===== src/pkg/pdc_pkg.sv =====
/*
 * constants, register map and carrier types of the page interleave
 * dram controller; assumes a 20 MHz core clock and an apb register bus
 */
package pdc_pkg;

	// ------------------------------------------------------------------
	// clock
	// ------------------------------------------------------------------
	localparam int unsigned CLK_NS = 50;

	// ------------------------------------------------------------------
	// register indices and byte addresses
	// ------------------------------------------------------------------
	localparam logic [7:0]  IDX_MEMCFG  = 8'h08;
	localparam logic [7:0]  IDX_TIMING  = 8'h13;
	localparam logic [7:0]  IDX_STATUS  = 8'h14;
	localparam logic [7:0]  IDX_BANKCFG = 8'h15;
	localparam logic [11:0] ADR_MEMCFG  = {2'h0, IDX_MEMCFG, 2'h0};
	localparam logic [11:0] ADR_TIMING  = {2'h0, IDX_TIMING, 2'h0};
	localparam logic [11:0] ADR_STATUS  = {2'h0, IDX_STATUS, 2'h0};
	localparam logic [11:0] ADR_BANKCFG = {2'h0, IDX_BANKCFG, 2'h0};

	// ------------------------------------------------------------------
	// fields, masks and reset values
	// ------------------------------------------------------------------
	localparam int unsigned MEMCFG_ILV_BIT  = 0;
	localparam int unsigned TIM_LONG_BIT    = 7;
	localparam int unsigned TIM_WAIT_BIT    = 6;
	localparam int unsigned BANK_FOUR_BIT   = 0;
	localparam int unsigned BANK_P0_1M_BIT  = 1;
	localparam int unsigned BANK_P1_1M_BIT  = 2;
	localparam int unsigned STAT_BUSY_BIT   = 0;
	localparam int unsigned STAT_REF_BIT    = 1;
	localparam int unsigned STAT_RAS_LSB    = 4;
	localparam logic [7:0]  MEMCFG_MASK     = 8'h01;
	localparam logic [7:0]  TIMING_MASK     = 8'hC0;
	localparam logic [7:0]  BANKCFG_MASK    = 8'h07;
	localparam logic [7:0]  MEMCFG_RST      = 8'h00;
	localparam logic [7:0]  TIMING_RST      = 8'h40;
	localparam logic [7:0]  BANKCFG_RST     = 8'h00;

	// ------------------------------------------------------------------
	// timing
	// ------------------------------------------------------------------
	localparam int unsigned OSC_TICK_NS   = 840;
	localparam int unsigned RAS_SHORT_NS  = 10_000;
	localparam int unsigned RAS_LONG_NS   = 30_000;
	localparam logic [5:0]  RAS_SHORT_TCK = 6'(RAS_SHORT_NS / OSC_TICK_NS);
	localparam logic [5:0]  RAS_LONG_TCK  = 6'(RAS_LONG_NS / OSC_TICK_NS);
	localparam int unsigned PRECH_NS      = 100;
	localparam int unsigned REF_HOLD_NS   = 100;
	localparam logic [2:0]  PRECH_CYC     =
		3'((PRECH_NS + CLK_NS - 1) / CLK_NS);
	localparam logic [2:0]  REF_HOLD_CYC  =
		3'((REF_HOLD_NS + CLK_NS - 1) / CLK_NS);
	localparam logic [2:0]  REF_STEPS     = 3'h4;
	localparam logic [2:0]  CAS_BASE_CYC  = 3'h1;

	// ------------------------------------------------------------------
	// types
	// ------------------------------------------------------------------
	typedef enum logic [3:0] {
		ST_IDLE, ST_PRE, ST_ROW, ST_CAS, ST_DONE, ST_DMA_END,
		ST_REF_OFF, ST_REF_ON, ST_REF_HOLD
	} pdc_state_e;

	typedef struct packed {
		logic [3:0] ras_n;
		logic [3:0] cas_n;
		logic       we_n;
		logic [9:0] addr;
	} pdc_dram_s;

	typedef struct packed {
		logic [1:0] bank;
		logic [9:0] row;
		logic [9:0] col;
	} pdc_map_s;

endpackage


===== src/hdl/pdc_ctrl.sv =====
/*
 * page interleave dram controller: arbitration of cpu, dma and refresh,
 * open page tracking per bank, row and column selection, ras timeout.
 * assumes the cpu request is on I_CLK and held until ready; dma, refresh
 * and oscillator inputs are asynchronous and synchronised here.
 */

module pdc_ctrl (
	// clock and reset
	input  wire logic              I_CLK,
	input  wire logic              I_ARST_N,
	// apb slave
	input  wire logic              I_PSEL,
	input  wire logic              I_PENABLE,
	input  wire logic              I_PWRITE,
	input  wire logic [11:0]       I_PADDR,
	input  wire logic [31:0]       I_PWDATA,
	output logic [31:0]            O_PRDATA,
	output logic                   O_PREADY,
	output logic                   O_PSLVERR,
	// cpu local bus
	input  wire logic              I_CPU_REQ,
	input  wire logic              I_CPU_WRITE,
	input  wire logic [23:2]       I_ADDR,
	input  wire logic [3:0]        I_BYTE_ENABLE_N,
	output logic                   O_CPU_READY,
	// dma, refresh and oscillator pins
	input  wire logic              I_DMA_HOLD_ACK,
	input  wire logic              I_XBUS_MEM_READ_CMD,
	input  wire logic              I_XBUS_MEM_WRITE_CMD,
	input  wire logic              I_REFRESH_REQUEST,
	input  wire logic              I_OSC_DIV_TWELVE_CLOCK,
	// dram array
	output pdc_pkg::pdc_dram_s     O_DRAM
);

	// ------------------------------------------------------------------
	// declarations
	// ------------------------------------------------------------------
	pdc_pkg::pdc_state_e state_r;
	pdc_pkg::pdc_state_e state_nxt;
	pdc_pkg::pdc_map_s   map;
	logic [2:0]          cnt_r;
	logic [4:0]          sync1_r;
	logic [4:0]          sync2_r;
	logic [4:0]          sync3_r;
	logic [4:0]          flt_r;
	logic                osc_prev_r;
	logic                osc_tick;
	logic                hold_lvl;
	logic                rd_lvl;
	logic                wr_lvl;
	logic                ref_lvl;
	logic                dma_go;
	logic                hit;
	logic [7:0]          memcfg_r;
	logic [7:0]          timing_r;
	logic [7:0]          bankcfg_r;
	logic [31:0]         prdata_r;
	logic                addr_ok;
	logic [3:0]          ras_on_r;
	logic [3:0]          ras_set;
	logic [9:0]          page_row_r [4];
	logic [1:0]          cur_bank_r;
	logic [9:0]          cur_row_r;
	logic [9:0]          cur_col_r;
	logic                is_dma_r;
	logic                wr_r;
	logic [3:0]          be_r;
	logic [9:0]          ref_row_r;
	logic [3:0]          cas_n_r;
	logic                we_n_r;
	logic [9:0]          addr_r;
	logic [5:0]          tmo_lim;
	wire logic [3:0]     bank_tmo;
	logic                cas_last;

	// ------------------------------------------------------------------
	// input synchronisers
	// ------------------------------------------------------------------
	// a level counts only once the second and third stage agree
	always_ff @(posedge I_CLK or negedge I_ARST_N) begin
		if (!I_ARST_N) begin
			sync1_r    <= 5'h00;
			sync2_r    <= 5'h00;
			sync3_r    <= 5'h00;
			flt_r      <= 5'h00;
			osc_prev_r <= 1'b0;
		end else begin
			sync1_r    <= {I_OSC_DIV_TWELVE_CLOCK, I_REFRESH_REQUEST,
				I_XBUS_MEM_WRITE_CMD, I_XBUS_MEM_READ_CMD,
				I_DMA_HOLD_ACK};
			sync2_r    <= sync1_r;
			sync3_r    <= sync2_r;
			flt_r      <= (~(sync2_r ^ sync3_r) & sync3_r)
				| ((sync2_r ^ sync3_r) & flt_r);
			osc_prev_r <= flt_r[4];
		end
	end

	assign hold_lvl = flt_r[0];
	assign rd_lvl   = flt_r[1];
	assign wr_lvl   = flt_r[2];
	assign ref_lvl  = flt_r[3];
	assign osc_tick = flt_r[4] & ~osc_prev_r;
	assign dma_go   = hold_lvl & (rd_lvl | wr_lvl);

	// ------------------------------------------------------------------
	// apb registers
	// ------------------------------------------------------------------
	assign addr_ok = (I_PADDR == pdc_pkg::ADR_MEMCFG)
		| (I_PADDR == pdc_pkg::ADR_TIMING)
		| (I_PADDR == pdc_pkg::ADR_STATUS)
		| (I_PADDR == pdc_pkg::ADR_BANKCFG);
	assign O_PREADY  = 1'b1;
	assign O_PSLVERR = I_PSEL & I_PENABLE & ~addr_ok;
	assign O_PRDATA  = prdata_r;

	always_ff @(posedge I_CLK or negedge I_ARST_N) begin
		if (!I_ARST_N) begin
			memcfg_r  <= pdc_pkg::MEMCFG_RST;
			timing_r  <= pdc_pkg::TIMING_RST;
			bankcfg_r <= pdc_pkg::BANKCFG_RST;
		end else if (I_PSEL && I_PENABLE && I_PWRITE) begin
			if (I_PADDR == pdc_pkg::ADR_MEMCFG)
				memcfg_r <= I_PWDATA[7:0] & pdc_pkg::MEMCFG_MASK;
			if (I_PADDR == pdc_pkg::ADR_TIMING)
				timing_r <= I_PWDATA[7:0] & pdc_pkg::TIMING_MASK;
			if (I_PADDR == pdc_pkg::ADR_BANKCFG)
				bankcfg_r <= I_PWDATA[7:0] & pdc_pkg::BANKCFG_MASK;
		end
	end

	// read data captured in the setup cycle, shown in the access cycle
	always_ff @(posedge I_CLK or negedge I_ARST_N) begin
		if (!I_ARST_N) begin
			prdata_r <= 32'h0000_0000;
		end else if (I_PSEL && !I_PENABLE) begin
			prdata_r <= 32'h0000_0000;
			case (I_PADDR)
				pdc_pkg::ADR_MEMCFG:  prdata_r[7:0] <= memcfg_r;
				pdc_pkg::ADR_TIMING:  prdata_r[7:0] <= timing_r;
				pdc_pkg::ADR_BANKCFG: prdata_r[7:0] <= bankcfg_r;
				pdc_pkg::ADR_STATUS: begin
					prdata_r[pdc_pkg::STAT_BUSY_BIT] <= state_r != pdc_pkg::ST_IDLE;
					prdata_r[pdc_pkg::STAT_REF_BIT]  <= ref_lvl;
					prdata_r[pdc_pkg::STAT_RAS_LSB +: 4] <= ras_on_r;
				end
				default: prdata_r <= 32'h0000_0000;
			endcase
		end
	end

	// ------------------------------------------------------------------
	// address mapping
	// ------------------------------------------------------------------
	// the 1M pair must sit first, so A23 splits pairs once it is fitted
	always_comb begin
		map = '0;
		if (!memcfg_r[pdc_pkg::MEMCFG_ILV_BIT]) begin
			if (bankcfg_r[pdc_pkg::BANK_P0_1M_BIT]) begin
				map.row = I_ADDR[21:12];
				map.col = I_ADDR[11:2];
			end else begin
				map.row = {1'b0, I_ADDR[19:11]};
				map.col = {1'b0, I_ADDR[10:2]};
			end
		end else begin
			map.bank[0] = I_ADDR[11];
			if (bankcfg_r[pdc_pkg::BANK_FOUR_BIT])
				map.bank[1] = bankcfg_r[pdc_pkg::BANK_P0_1M_BIT]
					? I_ADDR[23] : I_ADDR[21];
			if (map.bank[1] ? bankcfg_r[pdc_pkg::BANK_P1_1M_BIT]
					: bankcfg_r[pdc_pkg::BANK_P0_1M_BIT]) begin
				map.row = I_ADDR[21:12];
				map.col = {I_ADDR[22], I_ADDR[10:2]};
			end else begin
				map.row = {1'b0, I_ADDR[20:12]};
				map.col = {1'b0, I_ADDR[10:2]};
			end
		end
	end

	// a bank that has timed out is not offered as a hit
	assign hit = ras_on_r[map.bank] & ~bank_tmo[map.bank]
		& (page_row_r[map.bank] == map.row);

	// ------------------------------------------------------------------
	// sequencer
	// ------------------------------------------------------------------
	assign cas_last = cnt_r == (timing_r[pdc_pkg::TIM_WAIT_BIT]
		? pdc_pkg::CAS_BASE_CYC : pdc_pkg::CAS_BASE_CYC - 3'h1);

	// arbitration happens only in idle, so nothing is cut short
	always_comb begin
		state_nxt = state_r;
		case (state_r)
			pdc_pkg::ST_IDLE: begin
				if (ref_lvl)
					state_nxt = pdc_pkg::ST_REF_OFF;
				else if (dma_go)
					state_nxt = pdc_pkg::ST_PRE;
				else if (I_CPU_REQ && !hold_lvl)
					state_nxt = hit ? pdc_pkg::ST_CAS : pdc_pkg::ST_PRE;
			end
			pdc_pkg::ST_PRE:
				if (cnt_r == pdc_pkg::PRECH_CYC - 3'h1)
					state_nxt = pdc_pkg::ST_ROW;
			pdc_pkg::ST_ROW:
				state_nxt = pdc_pkg::ST_CAS;
			pdc_pkg::ST_CAS:
				if (cas_last)
					state_nxt = is_dma_r ? pdc_pkg::ST_DMA_END : pdc_pkg::ST_DONE;
			pdc_pkg::ST_DONE:
				state_nxt = pdc_pkg::ST_IDLE;
			pdc_pkg::ST_DMA_END:
				if (!(rd_lvl || wr_lvl))
					state_nxt = pdc_pkg::ST_IDLE;
			pdc_pkg::ST_REF_OFF:
				if (cnt_r == pdc_pkg::PRECH_CYC - 3'h1)
					state_nxt = pdc_pkg::ST_REF_ON;
			pdc_pkg::ST_REF_ON:
				if (cnt_r == pdc_pkg::REF_STEPS - 3'h1)
					state_nxt = pdc_pkg::ST_REF_HOLD;
			pdc_pkg::ST_REF_HOLD:
				if (cnt_r == pdc_pkg::REF_HOLD_CYC - 3'h1)
					state_nxt = pdc_pkg::ST_IDLE;
			default:
				state_nxt = pdc_pkg::ST_IDLE;
		endcase
	end

	always_ff @(posedge I_CLK or negedge I_ARST_N) begin
		if (!I_ARST_N) begin
			state_r <= pdc_pkg::ST_IDLE;
			cnt_r   <= 3'h0;
		end else begin
			state_r <= state_nxt;
			cnt_r   <= (state_nxt == state_r) ? cnt_r + 3'h1 : 3'h0;
		end
	end

	// request latched as the sequence leaves idle
	always_ff @(posedge I_CLK or negedge I_ARST_N) begin
		if (!I_ARST_N) begin
			cur_bank_r <= 2'h0;
			cur_row_r  <= 10'h000;
			cur_col_r  <= 10'h000;
			is_dma_r   <= 1'b0;
			wr_r       <= 1'b0;
			be_r       <= 4'hF;
		end else if (state_r == pdc_pkg::ST_IDLE) begin
			cur_bank_r <= map.bank;
			cur_row_r  <= map.row;
			cur_col_r  <= map.col;
			is_dma_r   <= ~ref_lvl & dma_go;
			wr_r       <= dma_go ? wr_lvl : I_CPU_WRITE;
			be_r       <= I_BYTE_ENABLE_N;
		end
	end

	assign O_CPU_READY = state_r == pdc_pkg::ST_DONE;

	// ------------------------------------------------------------------
	// ras strobes and page registers
	// ------------------------------------------------------------------
	assign ras_set = (state_r == pdc_pkg::ST_PRE
		&& state_nxt == pdc_pkg::ST_ROW) ? 4'h1 << cur_bank_r : 4'h0;

	always_ff @(posedge I_CLK or negedge I_ARST_N) begin
		if (!I_ARST_N) begin
			ras_on_r <= 4'h0;
		end else begin
			case (state_r)
				pdc_pkg::ST_IDLE: begin
					ras_on_r <= ras_on_r & ~bank_tmo;
					if (state_nxt == pdc_pkg::ST_PRE)
						ras_on_r[map.bank] <= 1'b0;
					if (state_nxt == pdc_pkg::ST_REF_OFF)
						ras_on_r <= 4'h0;
				end
				pdc_pkg::ST_PRE:
					ras_on_r <= ras_on_r | ras_set;
				pdc_pkg::ST_DMA_END:
					if (state_nxt == pdc_pkg::ST_IDLE)
						ras_on_r[cur_bank_r] <= 1'b0;
				pdc_pkg::ST_REF_ON:
					ras_on_r[cnt_r[1:0]] <= 1'b1;
				pdc_pkg::ST_REF_HOLD:
					if (state_nxt == pdc_pkg::ST_IDLE)
						ras_on_r <= 4'h0;
				default:
					ras_on_r <= ras_on_r;
			endcase
		end
	end

	// one open row per bank; valid while its ras is on, except during refresh
	always_ff @(posedge I_CLK or negedge I_ARST_N) begin
		if (!I_ARST_N) begin
			for (int i = 0; i < 4; i++)
				page_row_r[i] <= 10'h000;
		end else if (ras_set != 4'h0) begin
			page_row_r[cur_bank_r] <= cur_row_r;
		end
	end

	// ------------------------------------------------------------------
	// ras timers
	// ------------------------------------------------------------------
	assign tmo_lim = timing_r[pdc_pkg::TIM_LONG_BIT]
		? pdc_pkg::RAS_LONG_TCK : pdc_pkg::RAS_SHORT_TCK;

	// timeout only closes a bank in idle; long dma cycles can overrun it
	for (genvar gb = 0; gb < 4; gb++) begin : g_tmr
		logic [5:0] tmr_r;

		always_ff @(posedge I_CLK or negedge I_ARST_N) begin
			if (!I_ARST_N)
				tmr_r <= 6'h00;
			else if (!ras_on_r[gb] || ras_set[gb])
				tmr_r <= 6'h00;
			else if (osc_tick && tmr_r < tmo_lim)
				tmr_r <= tmr_r + 6'h01;
		end

		assign bank_tmo[gb] = ras_on_r[gb] & (tmr_r >= tmo_lim);

	end

	// ------------------------------------------------------------------
	// dram outputs
	// ------------------------------------------------------------------
	always_ff @(posedge I_CLK or negedge I_ARST_N) begin
		if (!I_ARST_N) begin
			ref_row_r <= 10'h000;
		end else if (state_r == pdc_pkg::ST_REF_HOLD
				&& state_nxt == pdc_pkg::ST_IDLE) begin
			ref_row_r <= ref_row_r + 10'h001;
		end
	end

	// all four lanes carry 8 data bits plus their parity bit
	always_ff @(posedge I_CLK or negedge I_ARST_N) begin
		if (!I_ARST_N) begin
			cas_n_r <= 4'hF;
			we_n_r  <= 1'b1;
			addr_r  <= 10'h000;
		end else begin
			cas_n_r <= 4'hF;
			we_n_r  <= 1'b1;
			case (state_nxt)
				pdc_pkg::ST_PRE, pdc_pkg::ST_ROW:
					addr_r <= cur_row_r;
				pdc_pkg::ST_CAS, pdc_pkg::ST_DMA_END: begin
					addr_r  <= (state_r == pdc_pkg::ST_IDLE) ? map.col : cur_col_r;
					cas_n_r <= (state_r == pdc_pkg::ST_IDLE)
						? I_BYTE_ENABLE_N : be_r;
					we_n_r  <= (state_r == pdc_pkg::ST_IDLE)
						? ~I_CPU_WRITE : ~wr_r;
				end
				pdc_pkg::ST_REF_OFF, pdc_pkg::ST_REF_ON, pdc_pkg::ST_REF_HOLD:
					addr_r <= ref_row_r;
				default:
					addr_r <= addr_r;
			endcase
		end
	end

	assign O_DRAM = {~ras_on_r, cas_n_r, we_n_r, addr_r};
endmodule


===== config.mk =====
export PLATFORM = sky130hd
export DESIGN_NAME = pdc_ctrl
export DESIGN_NICKNAME = d
export VERILOG_FILES = /design/src/pkg/pdc_pkg.sv /design/src/hdl/pdc_ctrl.sv
export SDC_FILE = /design/constraint.sdc
export NUM_CORES = 1
export LEC_CHECK = 0
export BUFFER_PORTS_ARGS = -buffer_cell sky130_fd_sc_hd__buf_4
export CORE_MARGIN = 1.5
export CORE_UTILIZATION = 51
export DETAILED_ROUTE_END_ITERATION = 16
export HOLD_SLACK_MARGIN = 0.05
export PLACE_DENSITY = 0.83
export SETUP_SLACK_MARGIN = 0.02
export SYNTH_ARGS = -nofsm -noshare
export SYNTH_HDL_FRONTEND = slang
export SYNTH_SLANG_ARGS = --single-unit

===== constraint.sdc =====
create_clock -name I_CLK -period 3 [get_ports I_CLK]
set_clock_uncertainty 0.15 [all_clocks]
set_input_delay 0.6 -clock I_CLK [delete_from_list [all_inputs] [get_ports I_CLK]]
set_output_delay 0.6 -clock I_CLK [all_outputs]
set_load 0.01 [all_outputs]

==> impl_metrics.toml, run 1 <==
[logic_synthesis]
ys_ff_latch = 162
synth.distinct_cells = 74
ys_async_sr_fraction_pct = 100
synthCells = 754
yosysWarnings = 0
netlist_area_um2 = 8110
synth-edff-count = 0
synth_flop_cell = "dfrtp_1"
yosys.area.top_type_share_pct = 46.9
yosys-top-cells-area = "dfrtp_1 (47%), mux2_2 (6.7%), nand2_1 (4.0%)"
seq_area_frac_synth_pct = 50.2
yosys.area.top_type = "dfrtp_1"
postSynthAreaPerCell_um2 = 10.8

[routing]
vias = 6465
wl_met2_mm = 10.2
wire_per_inst_um = 17.5
wl_met3_mm = 1.01
dr.first_iter.drc_count = 604
drt-met1-wl_mm = 8.21
ant_nets = 0
top_layer = "met4"
first_pass_iters = 5
remaining_drc_errors = 0
routed_wl_mm = 20.0
viasPerCell = 5.65

[timing]
worst_slack_ps = -233
fmaxAchievable_mhz = 309
finalHoldViolations = 0
finalSetupViolCount = 19
relSlewSlack_pct = 61.0
layout_min_cycle_time_ps = 3230
rsz0062_at_grt = "yes"
tightest_slew_ps = 577
period_share_pct = 108
final_max_slew_viol_count = 0

[power_and_ir_drop]
p_leak_nw = 4.93
ir_drop_mv = 0.518
power_density_nw_per_um2 = 833

[clocking]
clkTransAtPathRegs_ps = 60
cts-root-buf = "clkbuf_16"
htreeDepth = 4
cts_buffer_depth = 2
cts_tree = "done"
numCtsBuffers = 17
cts_num_sinks = 162
clkLatencyLatePin_ps = 420

[hold_path]
hold_class = "in2reg"

[layout]
num_antenna_cells = 0
stdcell_area_um2 = 10400
area_growth_syn_to_layout_pct = 27.7
nets = 1021
drive_gt1_share_pct = 34.0
layout.cells.non_filler = 1145

[placement]
dpl_cell_area_um2 = 9500
io_buffers = 82
gp_congestion = 0.899
dp.cells = 1101
dp_slack_ps = -417
dp_hpwl_mm = 13.9

[setup_path]
path_cells = "inv_2 > buf_4 > ha_4 > o211ai_1 > nand4b_1 > a21oi_2 > o311ai_2 > nor4_4 > nand4_4 > nand2_4 > mux2_4 > a32o_1 > o22a_1"
worst_setup_path_start_kind = "flop"
path_max_fanout = 6
required_ps = 3160
crit_arrival_ps = 3390
crit_slowest_cell = "dfrtp_1"
endpoint_kind = "flop"
path_class = "reg2reg"
crit_path_max_incr_delay_ps = 430

[grt]
grt_overflow = 0
grt_pass1_wl_mm = 31.3
grt_usage_pct = 24.4
grt_max_degree = 59
grt_pass1_vias = 6388
antenna_found_initial = 0

[floorplan]
die_x_um = 129
placementRows = 45
pin_count = 136
design.core.area_um2 = 15400
initial_utilization_pct = 52.7
die_y_um = 129
die-area_um2 = 16700

[status]
failed_checks = "negative setup slack"
status = "complete, but fails checks"

[job]
drv_cap = 0
## report_power, final
group | leakage, nW | internal, mW | switching (mW) | total [mW]
Clock | 0.286 | 1.35 | 0.836 | 2.18
Sequential | 2.05 | 2.70 | 0.351 | 3.05
Combinational | 2.59 | 1.55 | 1.84 | 3.39
Total | 4.93 | 5.59 | 3.03 | 8.62
## what timing repair did
action                                  4_1_cts  5_1_grt
resized for setup                            17       21
endpoints found under the hold margin        50        0
hold buffers                                  1        0
setup buffers                                 6        4
pin swaps                                     9       17
endpoints found under the setup margin       19       19
gates cloned                                  1        0
## worst paths after layout
check	start	endpoint	slack, ps	cells past startpoint
max	timing_r[7]$_DFFE_PN0P_	addr_r[7]$_DFFE_PN0P_	-230	13
min	I_REFRESH_REQUEST	sync1_r[3]$_DFF_PN0_	130	1
max reg2reg	timing_r[7]$_DFFE_PN0P_	addr_r[7]$_DFFE_PN0P_	-230	13
min reg2reg	sync1_r[1]$_DFF_PN0_	sync2_r[1]$_DFF_PN0_	200	0
max in group asynchronous	I_ARST_N	be_r[0]$_DFF_PN1_	1450	3
min in group asynchronous	I_ARST_N	sync1_r[4]$_DFF_PN0_	540	2
## critical path, delay by kind of cell, from the launching register on
family / cells / cell delay (ps)
AO/OA/AOI/OAI: 5 / 880
AND/OR/NAND/NOR: 4 / 840
flip-flops: 1 / 430
multiplexers: 1 / 340
buffers and inverters: 2 / 240
adder cells (fa/ha/maj): 1 / 230
## per-layer routing
metal	vias up	track usage (%)
li1	2975	-
met1	3231	30.4
met2	206	41.6
met3	53	5.49
met4	0	9.91
met5	-	0
## per-stage QoR
| step | power [mW] | TNS (ps) | utilization [%] | hold WS, ps |
|---|---|---|---|---|
| finish | 8.62 | -2810 | 67.4 | 133 |
| global route | 9.12 | -5100 | 67.4 | 118 |
| CTS | 8.52 | -2540 | 66.4 | 119 |
| detailed placement | 6.19 | -5960 | 61.8 | 186 |
| global placement | 6.04 | -5340 | 61.8 | 183 |
| floorplan | 5.12 | -2020 | - | 154 |
## sequential cells by signal (all words and copies together) (netlist names), 3 cells and up, named ones only
name	count
O_PRDATA	7
addr_r	10
bankcfg_r	3
be_r	4
cas_n_r	4
cnt_r	3
cur_col_r	10
cur_row_r	10
g_tmr.tmr_r	24
page_row_r	40
ras_on_r	4
ref_row_r	10
state_r	4
sync1_r	5
sync2_r	5
sync3_r	5
## synth_stat cells, types with 4 or more instances
library cell and number:
dfrtp_1 152, nand2_1 87, nor2_1 66, mux2_2 48, o21ai_0 33, buf_4 31
clkbuf_1 22, a21oi_1 21, nand3_1 21, xnor2_1 19, ha_1 18, xor2_1 18
mux2i_1 17, and3_1 15, nor3_1 14, inv_1 13, o22a_1 11, a32o_1 10
dfstp_2 10, nand4_1 10, nand2b_1 7, a22oi_1 6, nor4_1 6, and4_1 5
maj3_1 5, mux4_2 5, nor3b_1 5, and2_1 4, buf_2 4
## cells in the final DEF (no fill, tap or decap), types with 5 or more instances in the layout
cell type | synthesis | final
dfstp_2 | 10 | 10
inv_1 | 13 | 12
nand3_1 | 21 | 17
and4_1 | 5 | 5
a21oi_1 | 21 | 20
o22a_1 | 11 | 11
nor3b_1 | 5 | 5
dfrtp_1 | 152 | 150
nor4_1 | 6 | 5
mux2_2 | 48 | 47
a22oi_1 | 6 | 6
o21ai_0 | 33 | 31
mux2i_1 | 17 | 14
clkbuf_16 | 0 | 17
buf_6 | 2 | 5
nor2_1 | 66 | 66
and3_1 | 15 | 14
buf_4 | 31 | 172
conb_1 | 2 | 26
nand4_1 | 10 | 10
mux4_2 | 5 | 5
xnor2_1 | 19 | 19
nand2_1 | 87 | 85
a32o_1 | 10 | 10
ha_1 | 18 | 17
nor3_1 | 14 | 13
xor2_1 | 18 | 18
nand2b_1 | 7 | 7
maj3_1 | 5 | 5
## layout make-up
cell class,instances,area (um^2)
Multi-Input combinational cell,545,3940
Fill cell,1103,5020
Tap cell,211,264
Sequential cell,162,4070
Timing Repair Buffer,182,1440
Clock inverter,10,133
Clock buffer,22,464
Inverter,13,48.8
## cell families (layout without fill, tap and decap cells)
| kind of cell | Yosys count | in the layout | synth area share (%) |
|---|---|---|---|
| AND/OR/NAND/NOR | 257 | 257 | 15.5 |
| flip-flops | 162 | 162 | 50.2 |
| AO/OA/AOI/OAI | 127 | 127 | 11.0 |
| multiplexers | 73 | 74 | 10.7 |
| buffers and inverters | 72 | 227 | 5.02 |
| XOR/XNOR | 37 | 37 | 4.00 |
| adder cells (fa/ha/maj) | 24 | 24 | 3.53 |
| other | 2 | 26 | 0.0926 |
Power figures use the tool's default switching activity.
==> inputs of run 2 (changes only) <==
- CORE_ASPECT_RATIO: default -> 0.6
==> run 2 against run 1 <==
  * The run still ends with negative setup slack left
  * Routed wire length grew 5.6%
  * Count of clock-buffer cells in the layout down 2
  * Flip-flop and latch count did not move
  * Worst setup slack worse by 47 ps
==> impl_metrics.toml, run 2 (same netlist as run 1, synthesis figures left out) <==
[status]
status = "complete, but fails checks"
failed_checks = "negative setup slack"

[layout]
final_common_cell = "buf_4"
final_cell_mix = "buf_4 (161), dfrtp_1 (148), nand2_1 (85)"
nFillCells = 1119
nets = 1012
area_growth_syn_to_layout_pct = 27.0
post-route-util_pct = 66.6
seq_area_um2 = 4070
biggestRegsByFlops = "page_row_r (40), g_tmr.tmr_r (24)"
multi_input_area_um2 = 4010
drive_gt1_share_pct = 34.9
num_antenna_cells = 0
top_register = "page_row_r"
largest_reg_flops = 40

[timing]
final_max_slew_viol_count = 0
rsz0062_at_grt = "yes"
period_share_pct = 109
tightest_slew_ps = 588
finalHoldViolations = 0
fmaxAchievable_mhz = 305
finalSetupViolCount = 16
layout_min_cycle_time_ps = 3280
relSlewSlack_pct = 60.3
worst_slack_ps = -279

[routing]
dr.first_iter.drc_count = 688
first_pass_iters = 5
routed_wl_mm = 21.1
wire_per_inst_um = 18.7
remaining_drc_errors = 0
vias = 6552
ant_nets = 0
viasPerCell = 5.81

[setup_path]
ff2ff_setup_slack_ps = -280
worst_setup_path_start_kind = "flop"
path_max_fanout = 6
required_ps = 3170
crit_arrival_ps = 3450
path_class = "reg2reg"
endpoint_kind = "flop"

[floorplan]
die-area_um2 = 16700
die_y_um = 101
initial_utilization_pct = 52.4
design.core.area_um2 = 15500
pin_count = 136
placementRows = 35
die_x_um = 166

[job]
drv_cap = 0

[power_and_ir_drop]
total_power_mw = 8.55
ir_drop_mv = 0.625
power_density_nw_per_um2 = 830
p_leak_nw = 4.86

[clocking]
cts_buffer_depth = 2
htreeDepth = 4
clkLatencyLatePin_ps = 430
clkTransAtPathRegs_ps = 70
numCtsBuffers = 17
cts_num_sinks = 162
cts_tree = "done"
cts-root-buf = "clkbuf_16"

[grt]
grt_max_degree = 59
grt_usage_pct = 26.4
antenna_found_initial = 0
grt_pass1_wl_mm = 34.4
grt_pass1_vias = 6325
grt_overflow = 0

[placement]
io_buffers = 82
dp_hpwl_mm = 14.8
gp_congestion = 0.881

[hold_path]
hold_class = "in2reg"
## run 2: where the power goes
| group | internal, mW | switching [mW] |
|---|---|---|
| Sequential | 2.70 | 0.356 |
| Combinational | 1.53 | 1.92 |
| Clock | 1.10 | 0.953 |
| Total | 5.33 | 3.22 |
## run 2: cell type report
type,count,share of cell area [%]
inverter,13,0.498
multi-input combinational,545,38.9
clock buffer,20,4.34
timing repair buffer,173,13.3
clock inverter,12,0.960
sequential,162,39.5
tap,203,2.47
## run 2: final timing paths
| path | start | endpoint | depth (start not counted) |
|---|---|---|---|
| min in group asynchronous | I_ARST_N | g_tmr[1].tmr_r[0]$_DFFE_PN0P_ | 2 |
| max in group asynchronous | I_ARST_N | cas_n_r[3]$_DFF_PN1_ | 3 |
| worst min register to register | sync1_r[3]$_DFF_PN0_ | sync2_r[3]$_DFF_PN0_ | 0 |
| worst max register to register | timing_r[7]$_DFFE_PN0P_ | addr_r[2]$_DFFE_PN0P_ | 12 |
| worst max-delay path | timing_r[7]$_DFFE_PN0P_ | addr_r[2]$_DFFE_PN0P_ | 12 |
| worst min-delay path | I_OSC_DIV_TWELVE_CLOCK | sync1_r[4]$_DFF_PN0_ | 1 |
## run 2: per-stage QoR
step	worst slack [ps]	hold slack [ps]	setup TNS (ps)	std cells	cell area [um^2]
3_3_place_gp	-357	183	-5010	1093	9480
5_1_grt	-343	112	-3730	1128	10300
2_1_floorplan	-194	154	-2020	778	8280
4_1_cts	-210	116	-2310	1128	10200
6_report	-279	119	-2570	1128	10300
3_5_place_dp	-481	185	-6980	1093	9480
## run 2: critical path: stages (launching register included)
cell	delay, ps
dfrtp_2	480
buf_6	160
ha_4	200
o211ai_1	110
nand4b_1	290
a21oi_2	240
o311ai_2	140
nor4_4	300
nand4_4	150
nand2_4	120
mux2_4	360
a32o_2	290
o22a_1	180
## run 2: repair_timing
item                       4_1_cts  5_1_grt
resized for setup               31       29
setup endpoints to repair       19       19
hold endpoints to repair        37        0
hold buffers                     1        0
pin swaps                       11       11
gates cloned                     1        0
setup buffers                    1        0
## run 2: per-layer routing
metal / track usage, % / vias to the layer above / share of wire, %
met5: 0 / - / 0
met4: 6.24 / 0 / 0.93
met3: 5.30 / 29 / 8.4
met2: 39.4 / 300 / 44
met1: 39.6 / 3252 / 46
li1: - / 2971 / -
==> inputs of run 3 (changes only) <==
- ABC_AREA: default -> 1
- CORE_MARGIN: 1.5 -> 5
- CORE_UTILIZATION: 51 -> 52
- PLACE_DENSITY: 0.83 -> 0.84
==> run 3 against run 2 <==
  * Routed wire length rose by 10%
  * Worst setup slack better by 280 ps
  * Count of clock-buffer cells in the layout shrank 3
  * Utilization decreased by 1.8 points
  * Non-clock buffer count down 55
  * Critical path type unchanged
  * The run now ends clean
  * Flip-flop and latch count is the same
==> impl_metrics.toml, run 3 <==
[status]
status = "completed"

[logic_synthesis]
synth_flop_cell = "dfrtp_1"
yosys-top-cells-area = "dfrtp_1 (43%), nand2_1 (13%), inv_1 (5.8%)"
synth.distinct_cells = 44
netlist_area_um2 = 8800
synthCells = 1127
ys_ff_latch = 162
yosys.area.top_type = "dfrtp_1"
postSynthAreaPerCell_um2 = 7.81
yosys.area.top_type_share_pct = 43.2
yosysMostFrequentCell = "nand2_1"
synth_common_cells = "nand2_1 (300), dfrtp_1 (152), inv_1 (137)"
ys_async_sr_fraction_pct = 100
yosysWarnings = 0
synth-edff-count = 0
seq_area_frac_synth_pct = 46.2

[setup_path]
required_ps = 3220
worst_setup_path_start_kind = "flop"
endpoint_kind = "flop"
worst_path_most_repeated_cell = "nor2_1"
r2r-end = "addr_r[7]$_DFFE_PN0P_"
path_class = "reg2reg"
path_cells = "inv_4 > ha_1 > inv_1 > nor2_1 > nand3_1 > nand4_1 > nand2_1 > nand2_1 > nor2_1 > nand2_1 > nor2_2 > nand3_2 > nand2_2 > nand2_4 > nand3_4 > nand2_4 > inv_4 > clkbuf_16 > nor2_1 > nor2_1 > nor2_1 > nor2_1"
reg2reg_from = "timing_r[7]$_DFFE_PN0P_"
crit_arrival_ps = 3210
path_max_fanout = 5
crit_slowest_cell = "dfrtp_1"
r2r_cells = 22
crit_path_max_incr_delay_ps = 400
ff2ff_setup_slack_ps = 2

[clocking]
cts-root-buf = "clkbuf_16"
htreeDepth = 4
cts_num_sinks = 162
cts_buffer_depth = 2
clkTransAtPathRegs_ps = 70
cts_tree = "done"
numCtsBuffers = 17
clkLatencyLatePin_ps = 430

[timing]
layout_min_cycle_time_ps = 3000
worst_slack_ps = 1.95
tightest_slew_ps = 619
final_max_slew_viol_count = 0
period_share_pct = 99.9
finalHoldViolations = 0
finalSetupViolCount = 0
relSlewSlack_pct = 58.7
rsz0062_at_grt = "yes"
fmaxAchievable_mhz = 334
setup_tns_ps = 0

[layout]
layout.cells.non_filler = 1477
biggestRegsByFlops = "page_row_r (40), g_tmr.tmr_r (24)"
nFillCells = 1265
num_antenna_cells = 0
seq_area_um2 = 4070
largest_reg_flops = 40
area_growth_syn_to_layout_pct = 20.9
drive_gt1_share_pct = 19.4
nets = 1336
post-route-util_pct = 64.9
final_cell_mix = "nand2_1 (288), dfrtp_1 (152), inv_1 (135)"
multi_input_area_um2 = 4090
final_common_cell = "nand2_1"
top_register = "page_row_r"

[grt]
grt_max_degree = 67
grt_overflow = 0
antenna_found_initial = 0
grt_pass1_wl_mm = 36.8
grt_pass1_vias = 7467
grt_usage_pct = 22.9

[routing]
first_pass_iters = 9
remaining_drc_errors = 0
routed_wl_mm = 23.3
ant_nets = 0
wire_per_inst_um = 15.8
vias = 7906
dr.first_iter.drc_count = 975
viasPerCell = 5.35

[floorplan]
die_y_um = 111
placementRows = 36
design.core.area_um2 = 16400
initial_utilization_pct = 53.7
die-area_um2 = 19700
pin_count = 136
die_x_um = 178

[hold_path]
hold_class = "in2reg"
hp-start = "I_OSC_DIV_TWELVE_CLOCK"
min_to = "sync1_r[4]$_DFF_PN0_"
holdPathStages = 1

[job]
drv_cap = 0

[placement]
io_buffers = 82
dp_slack_ps = -12.8
dp.cells = 1433
gp_congestion = 0.974
dp_hpwl_mm = 16.0

[power_and_ir_drop]
p_leak_nw = 5.35
ir_drop_mv = 0.560
power_density_nw_per_um2 = 948
## run 3: changes by cell type after synthesis, sizes merged, moves of 9 or more
cell    delta
clkbuf     -9
mux2i     -18
and3      -15
a32o      -10
nand2    +221
o22a      -11
xnor2     -14
inv      +131
nor2      +64
mux2      -45
nand4     +13
nand3     +55
o21ai     +69
## run 3: layout make-up
| cell class | count | area share [%] |
|---|---|---|
| clock buffers | 17 | 4.00 |
| clock inverters | 15 | 1.98 |
| inverters | 147 | 5.26 |
| multi-input cells | 790 | 38.5 |
| flip-flops and latches | 162 | 38.2 |
| well taps | 228 | 2.68 |
| repair buffers | 118 | 9.36 |
## run 3: metal layers
layer	wire length (um)	vias to the layer above	GRT usage (%)	share of wire (%)
met5	0	-	0	0
met4	505	0	6.28	2.2
met3	2310	70	6.61	9.9
met2	10500	409	34.2	45
met1	9930	3646	32.6	43
li1	-	3781	-	-
## run 3: worst max path at each step
| stage | slack, ps | endpoint | startpoint |
|---|---|---|---|
| CTS | 50 | addr_r[9]$_DFFE_PN0P_ | timing_r[7]$_DFFE_PN0P_ |
| detailed placement | -10 | addr_r[4]$_DFFE_PN0P_ | I_ADDR[23] |
| global placement | 100 | addr_r[9]$_DFFE_PN0P_ | I_ADDR[23] |
| floorplan | 400 | addr_r[0]$_DFFE_PN0P_ | I_ADDR[11] |
| finish | 2 | addr_r[7]$_DFFE_PN0P_ | timing_r[7]$_DFFE_PN0P_ |
| global route | -220 | addr_r[7]$_DFFE_PN0P_ | timing_r[7]$_DFFE_PN0P_ |
## run 3: power by group
part	switching [mW]	leakage (nW)	total [mW]	internal [mW]
logic	3.01	2.97	4.70	1.69
clock network	1.01	0.306	2.36	1.35
registers	0.324	2.07	3.02	2.70
total	4.34	5.35	10.1	5.74
## run 3: timing repair
item,4_1_cts,5_1_grt
pin swaps,0,30
endpoints found under the hold margin,36,0
setup buffers,0,8
gates cloned,0,3
resized for setup,2,47
hold buffers,1,0
endpoints found under the setup margin,10,23
## run 3: kinds of logic after synthesis
family | share of synthesized area, %
AND/OR/NAND/NOR | 29.0
AO/OA/AOI/OAI | 8.51
buffers and inverters | 10.7
flip-flops | 46.2
adder cells (fa/ha/maj) | 3.13
multiplexers | 0.640
XOR/XNOR | 1.69
other | 0.0854
## run 3: metrics by stage
stage / power [mW] / hold slack, ps / area, um^2
after floorplan: 5.73 / 154 / 8890
final: 10.1 / 118 / 10600
after global routing: 10.7 / 109 / 10600
after global placement: 6.77 / 182 / 9670
after CTS: 9.33 / 115 / 10300
after detailed placement: 6.93 / 190 / 9670
## run 3: worst max-delay path, delay by kind of cell (launching register included)
family,cells,cell delay (ps)
buffers and inverters,4,390
adders and majority gates,1,340
DFF,1,400
and+or+nand+nor,17,1660
